## src/scd_pkg.sv

```systemverilog
package scd_pkg;
  // Channel count and widths
  localparam int NCH = 2;
  localparam int ADW = 8;       // Byte address width seen by the slave
  localparam int DW = 32;       // Bus data width
  localparam int CTW = 8;       // Control register width
  localparam int CMDW = 6;      // Command register width
  localparam int STW = 13;      // Status register width
  localparam int RESW = 3;      // Residue code width
  localparam int VECW = 9;      // Vector register width
  localparam int VBW = 8;       // Vector byte width
  localparam int CODEW = 3;     // Cause code width folded into the vector
  localparam int CH_BIT = 2;    // Address bit that selects channel B
  localparam int BLK_LSB = 3;   // Lowest address bit of the block decode
  // Byte offsets; channel B sits four bytes above channel A
  localparam logic [ADW-1:0] A_CTRL = 8'h00;
  localparam logic [ADW-1:0] A_TXD = 8'h08;
  localparam logic [ADW-1:0] A_RXD = 8'h10;
  localparam logic [ADW-1:0] A_STS = 8'h18;
  localparam logic [ADW-1:0] A_CMD = 8'h20;
  localparam logic [ADW-1:0] A_VEC = 8'h24;
  // Control fields
  localparam int C_TXEN = 0;
  localparam int C_TXDMA = 1;
  localparam int C_RXEN = 2;
  localparam int C_RXDMA = 3;
  localparam int C_MODE = 4;    // Two bits: receive interrupt mode
  localparam int C_EXTEN = 6;
  localparam logic [1:0] RXM_FIRST = 2'h1;
  localparam logic [1:0] RXM_EVERY = 2'h2;
  // Command bits; channel B is one above channel A
  localparam int K_EOM = 0;
  localparam int K_ERR = 2;
  localparam int K_NEXT = 4;
  // Status fields
  localparam int S_EXT = 2;
  localparam int S_TXI = 11;
  localparam int S_RXI = 12;
  // Vector register: enable bit above the base byte
  localparam int V_EN = 8;
  // Cause codes, lowest priority first
  localparam logic [1:0] T_TXI = 2'h0;
  localparam logic [1:0] T_EXT = 2'h1;
  localparam logic [1:0] T_RXI = 2'h2;
  localparam logic [1:0] T_SPC = 2'h3;
  // Reset values
  localparam logic [CTW-1:0] CTRL_RST = 8'h00;
  localparam logic [VECW-1:0] VEC_RST = 9'h000;
  localparam logic EOM_RST = 1'b1;
  localparam logic [2:0] SYNC_RST = 3'h6; // Priority idle, ack idle, no hold
  // Call instruction bytes and their order
  localparam logic [VBW-1:0] CALL_OP = 8'hCD;
  localparam logic [VBW-1:0] CALL_HI = 8'h00;
  localparam logic [1:0] VB_OP = 2'h0;
  localparam logic [1:0] VB_LO = 2'h1;
  // Transmitter phases
  typedef enum logic [2:0] {TX_OFF, TX_FLAGS, TX_DATA, TX_CRC, TX_CLOSE} scd_tx_e;
endpackage : scd_pkg

```

## src/scd_vec_if.sv

```systemverilog
`timescale 1ns/1ps
interface scd_vec_if;
  import scd_pkg::*;
  logic ack;               // Acknowledge level, synchronised, high active
  logic enable;            // Vectored mode on
  logic [VBW-1:0] base;    // Vector byte with cause folded in
  logic [VBW-1:0] data;    // Byte driven for the current acknowledge
  logic oe;                // Byte is on the bus
  modport ctl (output ack, enable, base, input data, oe);
  modport seq (input ack, enable, base, output data, oe);
endinterface : scd_vec_if

```

## src/scd_top.sv

```systemverilog
// Operation
// - DMA frame ends CRC, flag, then interrupt
// - Clear-to-send starts flags and first interrupt
// - Underrun with latch reset sends CRC, flag
// - Carrier loss or abort raises status interrupt
// - Overrun raises special condition, leaves DMA
// - Closing flag interrupts and drops receive request
// - Residue code reported in status at frame end
// - Error reset clears latched special condition
// - Four request outputs, one shared hold acknowledge
// - Both DMA: priority pin becomes B request
// - Vectored call, one byte per acknowledge
// - Bus inputs need no clock phase relation
// - Every-character mode: interrupt and request each
// - First-character mode: first gives both
// - Later characters give request only
// - Overrun special condition gives interrupt and request
// - DMA transmit empty gives request only
//
// The implementer's own choices: the placing of the registers and the Wishbone register port.
`timescale 1ns/1ps
module scd_top (
  // Clock and reset
  input wire logic CLK,
  input wire logic RESETN,
  // Wishbone slave
  input wire logic WB_CYC_I,
  input wire logic WB_STB_I,
  input wire logic WB_WE_I,
  input wire logic [scd_pkg::ADW-1:0] WB_ADR_I,
  input wire logic [3:0] WB_SEL_I,
  input wire logic [scd_pkg::DW-1:0] WB_DAT_I,
  output logic [scd_pkg::DW-1:0] WB_DAT_O,
  output logic WB_ACK_O,
  // Modem inputs per channel
  input wire logic [scd_pkg::NCH-1:0] CTS,
  input wire logic [scd_pkg::NCH-1:0] DCD,
  // Transmit serial core
  input wire logic [scd_pkg::NCH-1:0] TX_NEED,
  input wire logic [scd_pkg::NCH-1:0] TX_SENT,
  output logic [scd_pkg::NCH*8-1:0] TX_BYTE,
  output logic [scd_pkg::NCH-1:0] TX_SEND_FLAG,
  output logic [scd_pkg::NCH-1:0] TX_SEND_CRC,
  // Receive serial core
  input wire logic [scd_pkg::NCH-1:0] RX_CHAR,
  input wire logic [scd_pkg::NCH*8-1:0] RX_DATA,
  input wire logic [scd_pkg::NCH-1:0] RX_OVERRUN,
  input wire logic [scd_pkg::NCH-1:0] RX_FLAG,
  input wire logic [scd_pkg::NCH-1:0] RX_ABORT,
  input wire logic [scd_pkg::NCH*scd_pkg::RESW-1:0] RX_RESIDUE,
  // DMA requests: A tx, A rx, B tx, B rx
  output logic [2*scd_pkg::NCH-1:0] DMA_REQ,
  input wire logic HOLD_ACK_IN,
  // Interrupt and priority pin
  output logic INT_N,
  input wire logic INTERRUPT_ACK_N,
  input wire logic INTERRUPT_PRIORITY_IN,
  output logic CHAN_B_RX_DMA_REQ,
  output logic CHAN_B_RX_DMA_REQ_OE,
  // Vector byte to the CPU bus
  output logic [scd_pkg::VBW-1:0] VEC_DATA,
  output logic VEC_OE
);
  import scd_pkg::*;
  initial begin
    if (NCH != 2) $error("scd_top serves exactly two channels");
  end

  // Synchronised bus inputs
  logic [2:0] sync_q;
  logic hold_ack_in;         // Hold acknowledge, high active
  logic ack_n_s;             // Interrupt acknowledge, low active
  logic pri_s;               // Priority pin level
  scd_sync #(.W(3), .RST(SYNC_RST)) u_sync (
    .CLK(CLK),
    .RESETN(RESETN),
    .D({INTERRUPT_PRIORITY_IN, INTERRUPT_ACK_N, HOLD_ACK_IN}),
    .Q(sync_q)
  );
  assign {pri_s, ack_n_s, hold_ack_in} = sync_q;

  // Per-channel registers
  logic [CTW-1:0] ctrl [NCH];
  scd_tx_e tx_st [NCH];
  logic [7:0] tbuf [NCH];
  logic [7:0] rbuf [NCH];
  logic [RESW-1:0] res [NCH];
  logic [STW-1:0] sts [NCH];
  logic tfull [NCH];         // Transmit buffer holds a byte
  logic end_of_message_latch [NCH];           // End-of-message latch; set means no auto CRC
  logic treq [NCH];
  logic rreq [NCH];
  logic spc [NCH];           // Special receive condition latched
  logic ovr [NCH];
  logic eof [NCH];
  logic ext [NCH];           // External/status interrupt pending
  logic txi [NCH];
  logic rxi [NCH];
  logic first [NCH];         // Armed for the next received character
  logic dcd_q [NCH];
  logic pend [NCH];

  // Bus slave state and strobes
  logic ack;
  logic [DW-1:0] dat;
  logic [VECW-1:0] vec;
  logic next_ack;
  logic [DW-1:0] next_dat;
  logic [VECW-1:0] next_vec;
  logic [NCH-1:0] wr_ctrl, wr_txd, rd_rxd, wr_sts;
  logic [CMDW-1:0] cmd;
  logic [DW-1:0] wm;         // Byte-lane write mask
  logic ch;
  logic [ADW-1:BLK_LSB] blk;

  // Decode one classic cycle; ack rises one edge after the strobe
  always_comb begin
    next_ack = WB_CYC_I & WB_STB_I & ~ack;
    next_dat = '0;
    next_vec = vec;
    wr_ctrl = '0;
    wr_txd = '0;
    rd_rxd = '0;
    wr_sts = '0;
    cmd = '0;
    wm = {{8{WB_SEL_I[3]}}, {8{WB_SEL_I[2]}}, {8{WB_SEL_I[1]}}, {8{WB_SEL_I[0]}}};
    ch = WB_ADR_I[CH_BIT];
    blk = WB_ADR_I[ADW-1:BLK_LSB];
    if (next_ack) begin
      if (WB_ADR_I == A_CMD) begin
        // Commands are one-cycle pulses, nothing is stored
        if (WB_WE_I) cmd = WB_DAT_I[CMDW-1:0] & wm[CMDW-1:0];
      end else if (WB_ADR_I == A_VEC) begin
        next_dat[VECW-1:0] = vec;
        if (WB_WE_I) next_vec = (vec & ~wm[VECW-1:0]) | (WB_DAT_I[VECW-1:0] & wm[VECW-1:0]);
      end else if (blk == A_CTRL[ADW-1:BLK_LSB]) begin
        next_dat[CTW-1:0] = ctrl[ch];
        wr_ctrl[ch] = WB_WE_I & WB_SEL_I[0];
      end else if (blk == A_TXD[ADW-1:BLK_LSB]) begin
        next_dat[7:0] = tbuf[ch];
        wr_txd[ch] = WB_WE_I & WB_SEL_I[0];
      end else if (blk == A_RXD[ADW-1:BLK_LSB]) begin
        next_dat[7:0] = rbuf[ch];
        rd_rxd[ch] = ~WB_WE_I;
      end else if (blk == A_STS[ADW-1:BLK_LSB]) begin
        next_dat[STW-1:0] = sts[ch];
        wr_sts[ch] = WB_WE_I;
      end
      // Unmapped offsets still ack and read as zero
    end
  end

  // Bus registers
  always_ff @(posedge CLK or negedge RESETN) begin
    if (!RESETN) begin
      ack <= 1'b0;
      dat <= '0;
      vec <= VEC_RST;
    end else begin
      ack <= next_ack;
      dat <= next_dat;
      vec <= next_vec;
    end
  end
  assign WB_ACK_O = ack;
  assign WB_DAT_O = dat;

  // Channel logic, one copy per channel
  for (genvar c = 0; c < NCH; c++) begin : g_ch
    logic [CTW-1:0] next_ctrl;
    scd_tx_e next_tx;
    logic [7:0] next_tbuf, next_rbuf;
    logic [RESW-1:0] next_res;
    logic next_tfull, next_eom, next_treq, next_rreq, next_spc, next_ovr, next_eof;
    logic next_ext, next_txi, next_rxi, next_first, next_dcd;
    logic take;              // Serial core takes the buffered byte
    logic txen, tdma, rxen, rdma;
    logic [1:0] mode;
    logic [STW-1:0] clr;     // Write-one-to-clear mask for pending bits
    logic sflag, scrc;
    assign txen = ctrl[c][C_TXEN];
    assign tdma = ctrl[c][C_TXDMA];
    assign rxen = ctrl[c][C_RXEN];
    assign rdma = ctrl[c][C_RXDMA];
    assign mode = ctrl[c][C_MODE+1:C_MODE];
    assign clr = wr_sts[c] ? (WB_DAT_I[STW-1:0] & wm[STW-1:0]) : '0;

    // Next state: clears first, then events, so a set wins, except that a closing flag drops rreq last
    always_comb begin
      next_ctrl = wr_ctrl[c] ? WB_DAT_I[CTW-1:0] : ctrl[c];
      next_tx = tx_st[c];
      next_tbuf = tbuf[c];
      next_rbuf = rbuf[c];
      next_res = res[c];
      next_tfull = tfull[c];
      next_eom = end_of_message_latch[c];
      next_treq = treq[c];
      next_rreq = rreq[c];
      next_spc = spc[c];
      next_ovr = ovr[c];
      next_eof = eof[c];
      next_ext = ext[c] & ~clr[S_EXT];
      next_txi = txi[c] & ~clr[S_TXI];
      next_rxi = rxi[c] & ~clr[S_RXI];
      next_first = first[c] | cmd[K_NEXT+c];
      next_dcd = DCD[c];
      take = 1'b0;
      // Latch may be reset at any moment; best after the first byte
      if (cmd[K_EOM+c]) next_eom = 1'b0;
      if (cmd[K_ERR+c]) begin
        next_spc = 1'b0;
        next_ovr = 1'b0;
        next_eof = 1'b0;
      end
      // Only a transfer under hold acknowledge services a request
      if (wr_txd[c] && hold_ack_in) next_treq = 1'b0;
      if (rd_rxd[c] && hold_ack_in) next_rreq = 1'b0;
      // Transmitter
      case (tx_st[c])
        TX_OFF: begin
          if (txen && CTS[c]) begin
            next_tx = TX_FLAGS;
            next_ext = 1'b1;
          end
        end
        TX_FLAGS: begin
          // Waits for the CPU to load the address byte itself
          if (TX_NEED[c] && tfull[c]) begin
            next_tx = TX_DATA;
            take = 1'b1;
          end
        end
        TX_DATA: begin
          if (TX_NEED[c]) begin
            if (tfull[c]) begin
              take = 1'b1;
            end else if (!end_of_message_latch[c]) begin
              next_tx = TX_CRC;
              next_eom = 1'b1;
              next_ext = 1'b1;
            end else begin
              // Latch still set: no CRC, fall back to idle flags
              next_tx = TX_FLAGS;
            end
          end
        end
        TX_CRC: begin
          if (TX_SENT[c]) next_tx = TX_CLOSE;
        end
        default: begin
          if (TX_SENT[c]) begin
            next_tx = TX_FLAGS;
            next_txi = 1'b1;
          end
        end
      endcase
      if (!txen) next_tx = TX_OFF;
      if (take) begin
        next_tfull = 1'b0;
        if (tdma) next_treq = 1'b1;
        else next_txi = 1'b1;
      end
      // A write after a take refills the buffer in the same cycle
      if (wr_txd[c]) begin
        next_tbuf = WB_DAT_I[7:0];
        next_tfull = 1'b1;
      end
      // Receiver status events
      if (rxen && ((DCD[c] != dcd_q[c]) || RX_ABORT[c])) next_ext = 1'b1;
      if (RX_CHAR[c] && rxen) begin
        next_rbuf = RX_DATA[c*8 +: 8];
        // A latched special condition keeps the channel out of DMA
        if (!spc[c]) begin
          if (rdma) next_rreq = 1'b1;
          if (mode == RXM_EVERY) next_rxi = 1'b1;
          if (mode == RXM_FIRST && first[c]) begin
            next_rxi = 1'b1;
            next_first = 1'b0;
          end
        end
      end
      if (RX_OVERRUN[c]) begin
        next_spc = 1'b1;
        next_ovr = 1'b1;
        if (rdma) next_rreq = 1'b1;
      end
      if (RX_FLAG[c]) begin
        next_spc = 1'b1;
        next_eof = 1'b1;
        next_rreq = 1'b0;
        next_res = RX_RESIDUE[c*RESW +: RESW];
      end
    end

    // Channel registers
    always_ff @(posedge CLK or negedge RESETN) begin
      if (!RESETN) begin
        ctrl[c] <= CTRL_RST;
        tx_st[c] <= TX_OFF;
        tbuf[c] <= '0;
        rbuf[c] <= '0;
        res[c] <= '0;
        tfull[c] <= 1'b0;
        end_of_message_latch[c] <= EOM_RST;
        treq[c] <= 1'b0;
        rreq[c] <= 1'b0;
        spc[c] <= 1'b0;
        ovr[c] <= 1'b0;
        eof[c] <= 1'b0;
        ext[c] <= 1'b0;
        txi[c] <= 1'b0;
        rxi[c] <= 1'b0;
        first[c] <= 1'b0;
        dcd_q[c] <= 1'b0;
        sflag <= 1'b0;
        scrc <= 1'b0;
      end else begin
        ctrl[c] <= next_ctrl;
        tx_st[c] <= next_tx;
        tbuf[c] <= next_tbuf;
        rbuf[c] <= next_rbuf;
        res[c] <= next_res;
        tfull[c] <= next_tfull;
        end_of_message_latch[c] <= next_eom;
        treq[c] <= next_treq;
        rreq[c] <= next_rreq;
        spc[c] <= next_spc;
        ovr[c] <= next_ovr;
        eof[c] <= next_eof;
        ext[c] <= next_ext;
        txi[c] <= next_txi;
        rxi[c] <= next_rxi;
        first[c] <= next_first;
        dcd_q[c] <= next_dcd;
        sflag <= (next_tx == TX_FLAGS) || (next_tx == TX_CLOSE);
        scrc <= (next_tx == TX_CRC);
      end
    end

    // Status word, bit 0 upward: empty, latch, ext, spc, ovr, eof, residue, cts, dcd, txi, rxi
    assign sts[c] = {rxi[c], txi[c], DCD[c], CTS[c], res[c], eof[c], ovr[c], spc[c],
                     ext[c], end_of_message_latch[c], ~tfull[c]};
    assign pend[c] = (ext[c] & ctrl[c][C_EXTEN]) | txi[c] | rxi[c] | spc[c];
    assign TX_BYTE[c*8 +: 8] = tbuf[c];
    assign TX_SEND_FLAG[c] = sflag;
    assign TX_SEND_CRC[c] = scrc;
    assign DMA_REQ[2*c] = treq[c];
    assign DMA_REQ[2*c+1] = rreq[c];

  end

  // Priority, interrupt line and vector cause
  logic both_dma, pri_act, any;
  logic int_n, pri_oe;
  logic next_int_n, next_pri_oe;
  logic [CODEW-1:0] cause;
  scd_vec_if vif ();
  assign both_dma = ctrl[0][C_RXDMA] & ctrl[1][C_RXDMA];
  // Pin doubles as B request, so priority is taken as held low
  assign pri_act = both_dma | ~pri_s;
  assign any = pend[0] | pend[1];

  // Channel A outranks B; within one, special over receive over status
  always_comb begin
    cause = '0;
    for (int i = NCH - 1; i >= 0; i--) begin
      if (spc[i]) cause = {i[0], T_SPC};
      else if (rxi[i]) cause = {i[0], T_RXI};
      else if (ext[i] & ctrl[i][C_EXTEN]) cause = {i[0], T_EXT};
      else if (txi[i]) cause = {i[0], T_TXI};
    end
    next_int_n = ~(any & pri_act);
    next_pri_oe = both_dma;
  end

  // Interrupt registers
  always_ff @(posedge CLK or negedge RESETN) begin
    if (!RESETN) begin
      int_n <= 1'b1;
      pri_oe <= 1'b0;
    end else begin
      int_n <= next_int_n;
      pri_oe <= next_pri_oe;
    end
  end
  assign INT_N = int_n;
  assign CHAN_B_RX_DMA_REQ_OE = pri_oe;
  assign CHAN_B_RX_DMA_REQ = rreq[1];

  assign vif.ack = ~ack_n_s;
  assign vif.enable = vec[V_EN];
  assign vif.base = {vec[VBW-1:CODEW], cause};
  scd_vec u_vec (
    .CLK(CLK),
    .RESETN(RESETN),
    .vif(vif)
  );
  assign VEC_DATA = vif.data;
  assign VEC_OE = vif.oe;
endmodule : scd_top

```

## src/scd_sync.sv

```systemverilog
`timescale 1ns/1ps
module scd_sync #(
  parameter int W = 3,
  parameter logic [W-1:0] RST = '0
) (
  // Clock and reset
  input wire logic CLK,
  input wire logic RESETN,
  // Asynchronous inputs and their synchronised copies
  input wire logic [W-1:0] D,
  output logic [W-1:0] Q
);
  import scd_pkg::*;
  initial begin
    if (W < 1) $error("scd_sync needs at least one bit");
  end
  // Two flops per bit; the first is read only by the second
  for (genvar i = 0; i < W; i++) begin : g_bit
    logic meta;
    always_ff @(posedge CLK or negedge RESETN) begin
      if (!RESETN) begin
        meta <= RST[i];
        Q[i] <= RST[i];
      end else begin
        meta <= D[i];
        Q[i] <= meta;
      end
    end
  end
endmodule : scd_sync

```

## src/scd_vec.sv

```systemverilog
`timescale 1ns/1ps
module scd_vec (
  // Clock and reset
  input wire logic CLK,
  input wire logic RESETN,
  // Acknowledge sequencing
  scd_vec_if.seq vif
);
  import scd_pkg::*;
  logic prev;              // Acknowledge level one cycle ago
  logic [1:0] idx;         // Which byte of the call comes next
  logic [VBW-1:0] data;
  logic oe;
  logic next_prev;
  logic [1:0] next_idx;
  logic [VBW-1:0] next_data;
  logic next_oe;
  // Each acknowledge start hands out one byte of the call
  always_comb begin
    next_prev = vif.ack;
    next_idx = idx;
    next_data = data;
    next_oe = vif.ack & vif.enable;
    if (vif.ack & ~prev & vif.enable) begin
      case (idx)
        VB_OP: begin
          next_data = CALL_OP;
          next_idx = VB_LO;
        end
        VB_LO: begin
          next_data = vif.base;
          next_idx = idx + 2'h1;
        end
        default: begin
          next_data = CALL_HI;
          next_idx = VB_OP;
        end
      endcase
    end
  end
  // Registers only
  always_ff @(posedge CLK or negedge RESETN) begin
    if (!RESETN) begin
      prev <= 1'b0;
      idx <= VB_OP;
      data <= '0;
      oe <= 1'b0;
    end else begin
      prev <= next_prev;
      idx <= next_idx;
      data <= next_data;
      oe <= next_oe;
    end
  end
  assign vif.data = data;
  assign vif.oe = oe;
endmodule : scd_vec

```

## config.mk

```make
export PLATFORM = sky130hd
export DESIGN_NAME = scd_top
export DESIGN_NICKNAME = d
export VERILOG_FILES = /design/src/scd_pkg.sv /design/src/scd_vec_if.sv /design/src/scd_top.sv /design/src/scd_sync.sv /design/src/scd_vec.sv
export SDC_FILE = /design/constraint.sdc
export NUM_CORES = 1
export LEC_CHECK = 0
export BUFFER_PORTS_ARGS = -buffer_cell sky130_fd_sc_hd__buf_2
export CORE_ASPECT_RATIO = 1.2
export CORE_MARGIN = 5
export CORE_UTILIZATION = 45
export DETAILED_ROUTE_END_ITERATION = 12
export GPL_ROUTABILITY_DRIVEN = 0
export PLACE_DENSITY = 0.69
export SLEW_MARGIN = 15
export SYNTH_ARGS = -nofsm -noshare
export SYNTH_HDL_FRONTEND = slang
export SYNTH_HIERARCHICAL = 1
export SYNTH_SLANG_ARGS = --single-unit
```

## constraint.sdc

```tcl
create_clock -name CLK -period 3.39 [get_ports CLK]
set_input_delay 0.339 -clock CLK [delete_from_list [all_inputs] [get_ports CLK]]
set_output_delay 0.339 -clock CLK [all_outputs]
set_load 0.02 [all_outputs]
```

==> impl_metrics.toml, run 1 <==
[global_route]
overflow = 0
grt_start_max_net_pins = 61
grt_pass1_vias = 4934
grt_pass1_wl_mm = 26.4
grt_util_all_layers_pct = 20.2
antenna_found_initial = 0

[layout]
syn2layout_area_growth_pct = 20.9
utilization_pct = 55.4
fillers = 1192
drive_gt1_share_pct = 38.0
diodes = 0
fin_nets = 750

[worst_setup_path]
cp-end-kind = "flop"
crit_type = "input pin to flop"
critPathArrivalTime_ps = 2610
cp-start-kind = "input pin"
cp.required_ps = 3690
crit_fanout = 22

[placed_design]
port_buffers = 116
dpl.hpwl_mm = 12.4

[clocking]
clock_latency_ps = 420
post_cts_buffers = 0
cts.sinks = 131
cts_tree = "built"
htree_levels = 4
clk_pin_slew_worst_paths_ps = 60
cts_made_buffers = 17
cts_root_buf = "clkbuf_16"
clk_path_buf_depth = 2
cts_resized = 0
hold_buffers = 0

[yosys]
syn_avg_cell_area_um2 = 11.7
syn_area_mm2 = 0.00633
synth_seq_cells = 131
ys_top_cells_by_count = "dfrtp_1, mux2_2, nand2_1"
ys_top_cells_by_area = "dfrtp_1, mux2_2, buf_4"
yosysUniqueCellTypes = 65
synthArstFlopShare_pct = 100
ys_seq_area_share_pct = 51.9
synth_warnings = 6
synth-edff-count = 0
synth_top_cell_area_share_pct = 49.0
synthCells = 542
synth_top_cell_by_area = "dfrtp_1"
yosys.cell_count.top_type = "dfrtp_1"
ys.flop_type = "dfrtp_1"

[power_and_ir_drop]
cellLeakagePower_nw = 3.69
powerDensity_mw_per_mm2 = 528
worst_ir_drop_vdd_mv = 0.366

[drt]
detail_route.wl_per_cell_um = 19.5
drt-vias-per-instance = 5.63
drc = 0
wirelength_mm = 16.5
dr.pass1.iters = 7
vias = 4751
first_iter_violations = 249
ant_nets = 0

[status]
status = "finished, violations left"
violations = "hold timing"

[min_path]
hold_path_class = "input pin to async pin"

[sta]
relSlewSlack_pct = 48.3
clock_skew_ps = 5.41
rsz0062_at_grt = "false"
tns_ps = 0
hold_viol_final = 18
fin_crit_ps = 2300
whs_ps = -15.8
max_freq_mhz = 434
setup-violations-final = 0
final.period_utilization_pct = 68.0
maxSlewViolCount = 0
max_slew.worst_pin.slew_ps = 769

[floorplanning]
initial_core_util_pct = 45.8
fp-row-count = 47
core_area_mm2 = 0.0138
io_pins = 159
dieArea_mm2 = 0.0166
die_w_um = 118
die_h_um = 140

[run]
cap_violations = 0
-- layer usage --
metal | GRT usage (%) | routed length, um | part of all wire [%] | up-vias
met5 | 0 | 0 | 0 | -
met1 | 25.8 | 6810 | 41 | 2356
li1 | - | - | - | 2166
met3 | 6.09 | 1300 | 7.9 | 27
met4 | 8.09 | 386 | 2.3 | 0
met2 | 32.1 | 7970 | 48 | 202
-- per-stage QoR --
step	instances	setup slack, ps	instance area, um2	power (mW)	hold WS (ps)
finish	844	1090	7650	4.04	-15.8
detailed placement	812	655	7000	2.03	340
floorplan	560	1350	6400	1.89	43.4
global placement	812	658	7000	2.02	333
global route	844	1030	7650	4.17	5.15
CTS	844	1100	7650	4.07	1.79
-- final cells by class --
| type | instances | area [um2] | area share (%) |
|---|---|---|---|
| flip-flops and latches | 131 | 3290 | 42.9 |
| repair buffers | 125 | 663 | 8.66 |
| clock buffers | 19 | 453 | 5.92 |
| inverters | 11 | 41.3 | 0.539 |
| multi-input cells | 374 | 2790 | 36.5 |
| clock inverters | 13 | 205 | 2.68 |
| well taps | 171 | 214 | 2.80 |
-- power by group --
part | total (mW) | leakage, nW | internal, mW | switching, mW
logic | 0.321 | 1.64 | 0.136 | 0.185
clock network | 2.03 | 0.327 | 1.34 | 0.691
registers | 1.68 | 1.73 | 1.63 | 0.0503
-- path summary, 6_finish.rpt --
kind,from,to,slack (ps),depth (start not counted)
worst max-delay path,WB_ADR_I[4],ctrl[14],1090,4
worst min-delay path,RESETN,res[5],-20,1
worst max register to register,WB_ACK_O,ctrl[14],1210,3
worst min register to register,u_sync/g_bit[0].meta,u_sync/Q[0],350,0
max in group asynchronous,RESETN,end_of_message_latch[1],2470,2
min in group CLK,INTERRUPT_ACK_N,u_sync/g_bit[1].meta,20,1
-- layout by cell type, fill, tap and decap left out, types with 7 or more instances in the layout --
cell,count
a21o_1,11
a21oi_1,21
a31oi_1,7
buf_2,115
buf_4,9
clkbuf_16,17
conb_1,19
dfrtp_1,124
dfstp_2,7
inv_1,11
mux2_2,72
mux2i_1,9
nand2_1,41
nand3_1,8
nor2_1,14
nor2b_1,23
nor3_1,11
nor3b_1,7
o21ai_0,30
o31ai_1,7
-- registers in the layout, summed over array words and instances, names as in the netlist, 3 cells and up, named ones only --
name and cells:
u_vec/vif.data 8, DMA_REQ 3, res 6, WB_DAT_O 13, tx_st 6, rbuf 16
u_sync/Q 3, u_sync/g_bit.meta 3, ctrl 16, TX_BYTE 16
-- logic make-up after synthesis --
logic type	share of synthesized area, %
DFF	51.9
muxes	16.2
AOI/OAI and AO/OA	11.6
other	0.0592
xor gates and xnor gates	0.553
buffers and inverters	5.10
and+or+nand+nor	14.5
-- worst max-delay path: stages --
cell	delay, ps
buf_2	240
or4_1	880
nor4_4	740
mux2_2	410
Note: power is estimated with default switching activity, not from simulation.
==> run 2: changes to the inputs <==
--- a/config.mk
+++ b/config.mk
@@ -11,7 +11,7 @@
 export CORE_UTILIZATION = 45
 export DETAILED_ROUTE_END_ITERATION = 12
 export GPL_ROUTABILITY_DRIVEN = 0
-export PLACE_DENSITY = 0.69
+export PLACE_DENSITY = 0.72
 export SLEW_MARGIN = 15
 export SYNTH_ARGS = -nofsm -noshare
 export SYNTH_HDL_FRONTEND = slang
==> constraint.sdc (replaced) <==
create_clock -name CLK -period 2.1 [get_ports CLK]
set_input_delay 0.21 -clock CLK [delete_from_list [all_inputs] [get_ports CLK]]
set_output_delay 0.21 -clock CLK [all_outputs]
set_load 0.02 [all_outputs]
==> impl_metrics.toml, run 2 (same netlist as run 1, synthesis figures left out) <==
[global_route]
grt_start_max_net_pins = 70
grt_pass1_wl_mm = 26.6
grt_util_all_layers_pct = 20.2
antenna_found_initial = 0
grt_pass1_vias = 4932
overflow = 0

[placed_design]
pre_cts_ws_ps = -57.6
dpl.hpwl_mm = 12.3
port_buffers = 116

[floorplanning]
dieArea_mm2 = 0.0166
die_w_um = 118
core_area_mm2 = 0.0138
fp-row-count = 47
io_pins = 159
initial_core_util_pct = 45.8
die_h_um = 140

[min_path]
hold_path_class = "input pin to flop"

[worst_setup_path]
crit_type = "flop to flop"
slowest_stage = "or4bb_1"
cp.required_ps = 2400
cp-start-kind = "flop"
critPathArrivalTime_ps = 2300
critPathMaxStageDelay_ps = 680
cp-end-kind = "flop"
path_cells = "or4bb_1 -> nor4_4 -> buf_4 -> mux2_2"
crit_fanout = 5

[clocking]
cts_root_buf = "clkbuf_16"
cts_made_buffers = 17
cts_resized = 0
cts_tree = "built"
clock_latency_ps = 420
clk_path_buf_depth = 2
clk_pin_slew_worst_paths_ps = 60
htree_levels = 4
cts.sinks = 131

[sta]
relSlewSlack_pct = 48.1
postLayoutSetupSlackWorst_ps = 103
whs_ps = 19.2
clock_skew_ps = 7.16
max_freq_mhz = 501
setup-violations-final = 0
rsz0062_at_grt = "false"
fin_crit_ps = 2000
maxSlewViolCount = 0
final.period_utilization_pct = 95.1
hold_viol_final = 0
tns_ps = 0
max_slew.worst_pin.slew_ps = 759

[run]
cap_violations = 0

[drt]
wirelength_mm = 16.6
first_iter_violations = 376
ant_nets = 0
dr.pass1.iters = 6
drt-vias-per-instance = 5.59
drc = 0
vias = 4821
detail_route.wl_per_cell_um = 19.3

[status]
status = "finished, final reports clean"

[layout]
final_cell_mix = "dfrtp_1, buf_2, mux2_2"
fin_nets = 769
final_common_cell = "dfrtp_1"
diodes = 0
syn2layout_area_growth_pct = 23.3
drive_gt1_share_pct = 38.6

[power_and_ir_drop]
powerDensity_mw_per_mm2 = 802
cellLeakagePower_nw = 3.77
worst_ir_drop_vdd_mv = 0.522
[run 2: cell count changes in the layout (fill, tap and decap cells not counted), sizes merged]
cell,delta
buf,+13
dlygate4sd3,+6
bufinv,-2
clkinv,-2
clkinvlp,+2
clkbuf,+1
inv,+1
[run 2: metal layers]
layer	GRT usage [%]	wire length (um)
met5	0	0
met4	6.22	304
met1	26.2	6820
met3	5.48	1260
met2	33.2	8240
[run 2: worst max-delay path: cells and delay by family (launching register included)]
kind / cells / cell delay (ps)
buffers and inverters: 1 / 210
DFF: 1 / 400
muxes: 1 / 340
and+or+nand+nor: 2 / 910
[run 2: through the flow]
| step | util, % | cell area (um2) | std cells | power, mW |
|---|---|---|---|---|
| floorplan | - | 6400 | 560 | 3.06 |
| global placement | 51.7 | 7140 | 825 | 3.28 |
| detailed placement | 51.7 | 7140 | 825 | 3.30 |
| CTS | 56.5 | 7810 | 863 | 6.30 |
| global route | 56.5 | 7810 | 863 | 6.49 |
| finish | 56.5 | 7810 | 863 | 6.26 |
[run 2: layout make-up]
class	instances	area, um2
Multi-Input combinational cell	374	2790
Inverter	11	41.3
Sequential cell	131	3290
Clock inverter	12	155
Clock buffer	20	447
Timing Repair Buffer	144	871
Tap cell	171	214
Fill cell	1170	6010
[run 2: worst paths after layout]
check / from / slack (ps) / depth (start not counted) / to
worst min-delay path: RX_DATA[4] / 20 / 2 / rbuf[12]
worst min register to register: u_sync/g_bit[1].meta / 350 / 0 / u_sync/Q[1]
min in group asynchronous: RESETN / 170 / 2 / res[5]
worst max-delay path: WB_ACK_O / 100 / 4 / TX_BYTE[3]
max in group asynchronous: RESETN / 1290 / 3 / end_of_message_latch[1]
worst max register to register: WB_ACK_O / 100 / 4 / TX_BYTE[3]
[run 2: repair_timing]
item,4_1_cts,5_1_grt
setup buffers,0,0
endpoints found under the hold margin,129,0
hold buffers,6,0
[run 2: power by group]
part	switching, mW	total (mW)	internal [mW]
clock network	1.10	3.00	1.90
registers	0.0841	2.72	2.64
logic	0.303	0.542	0.239
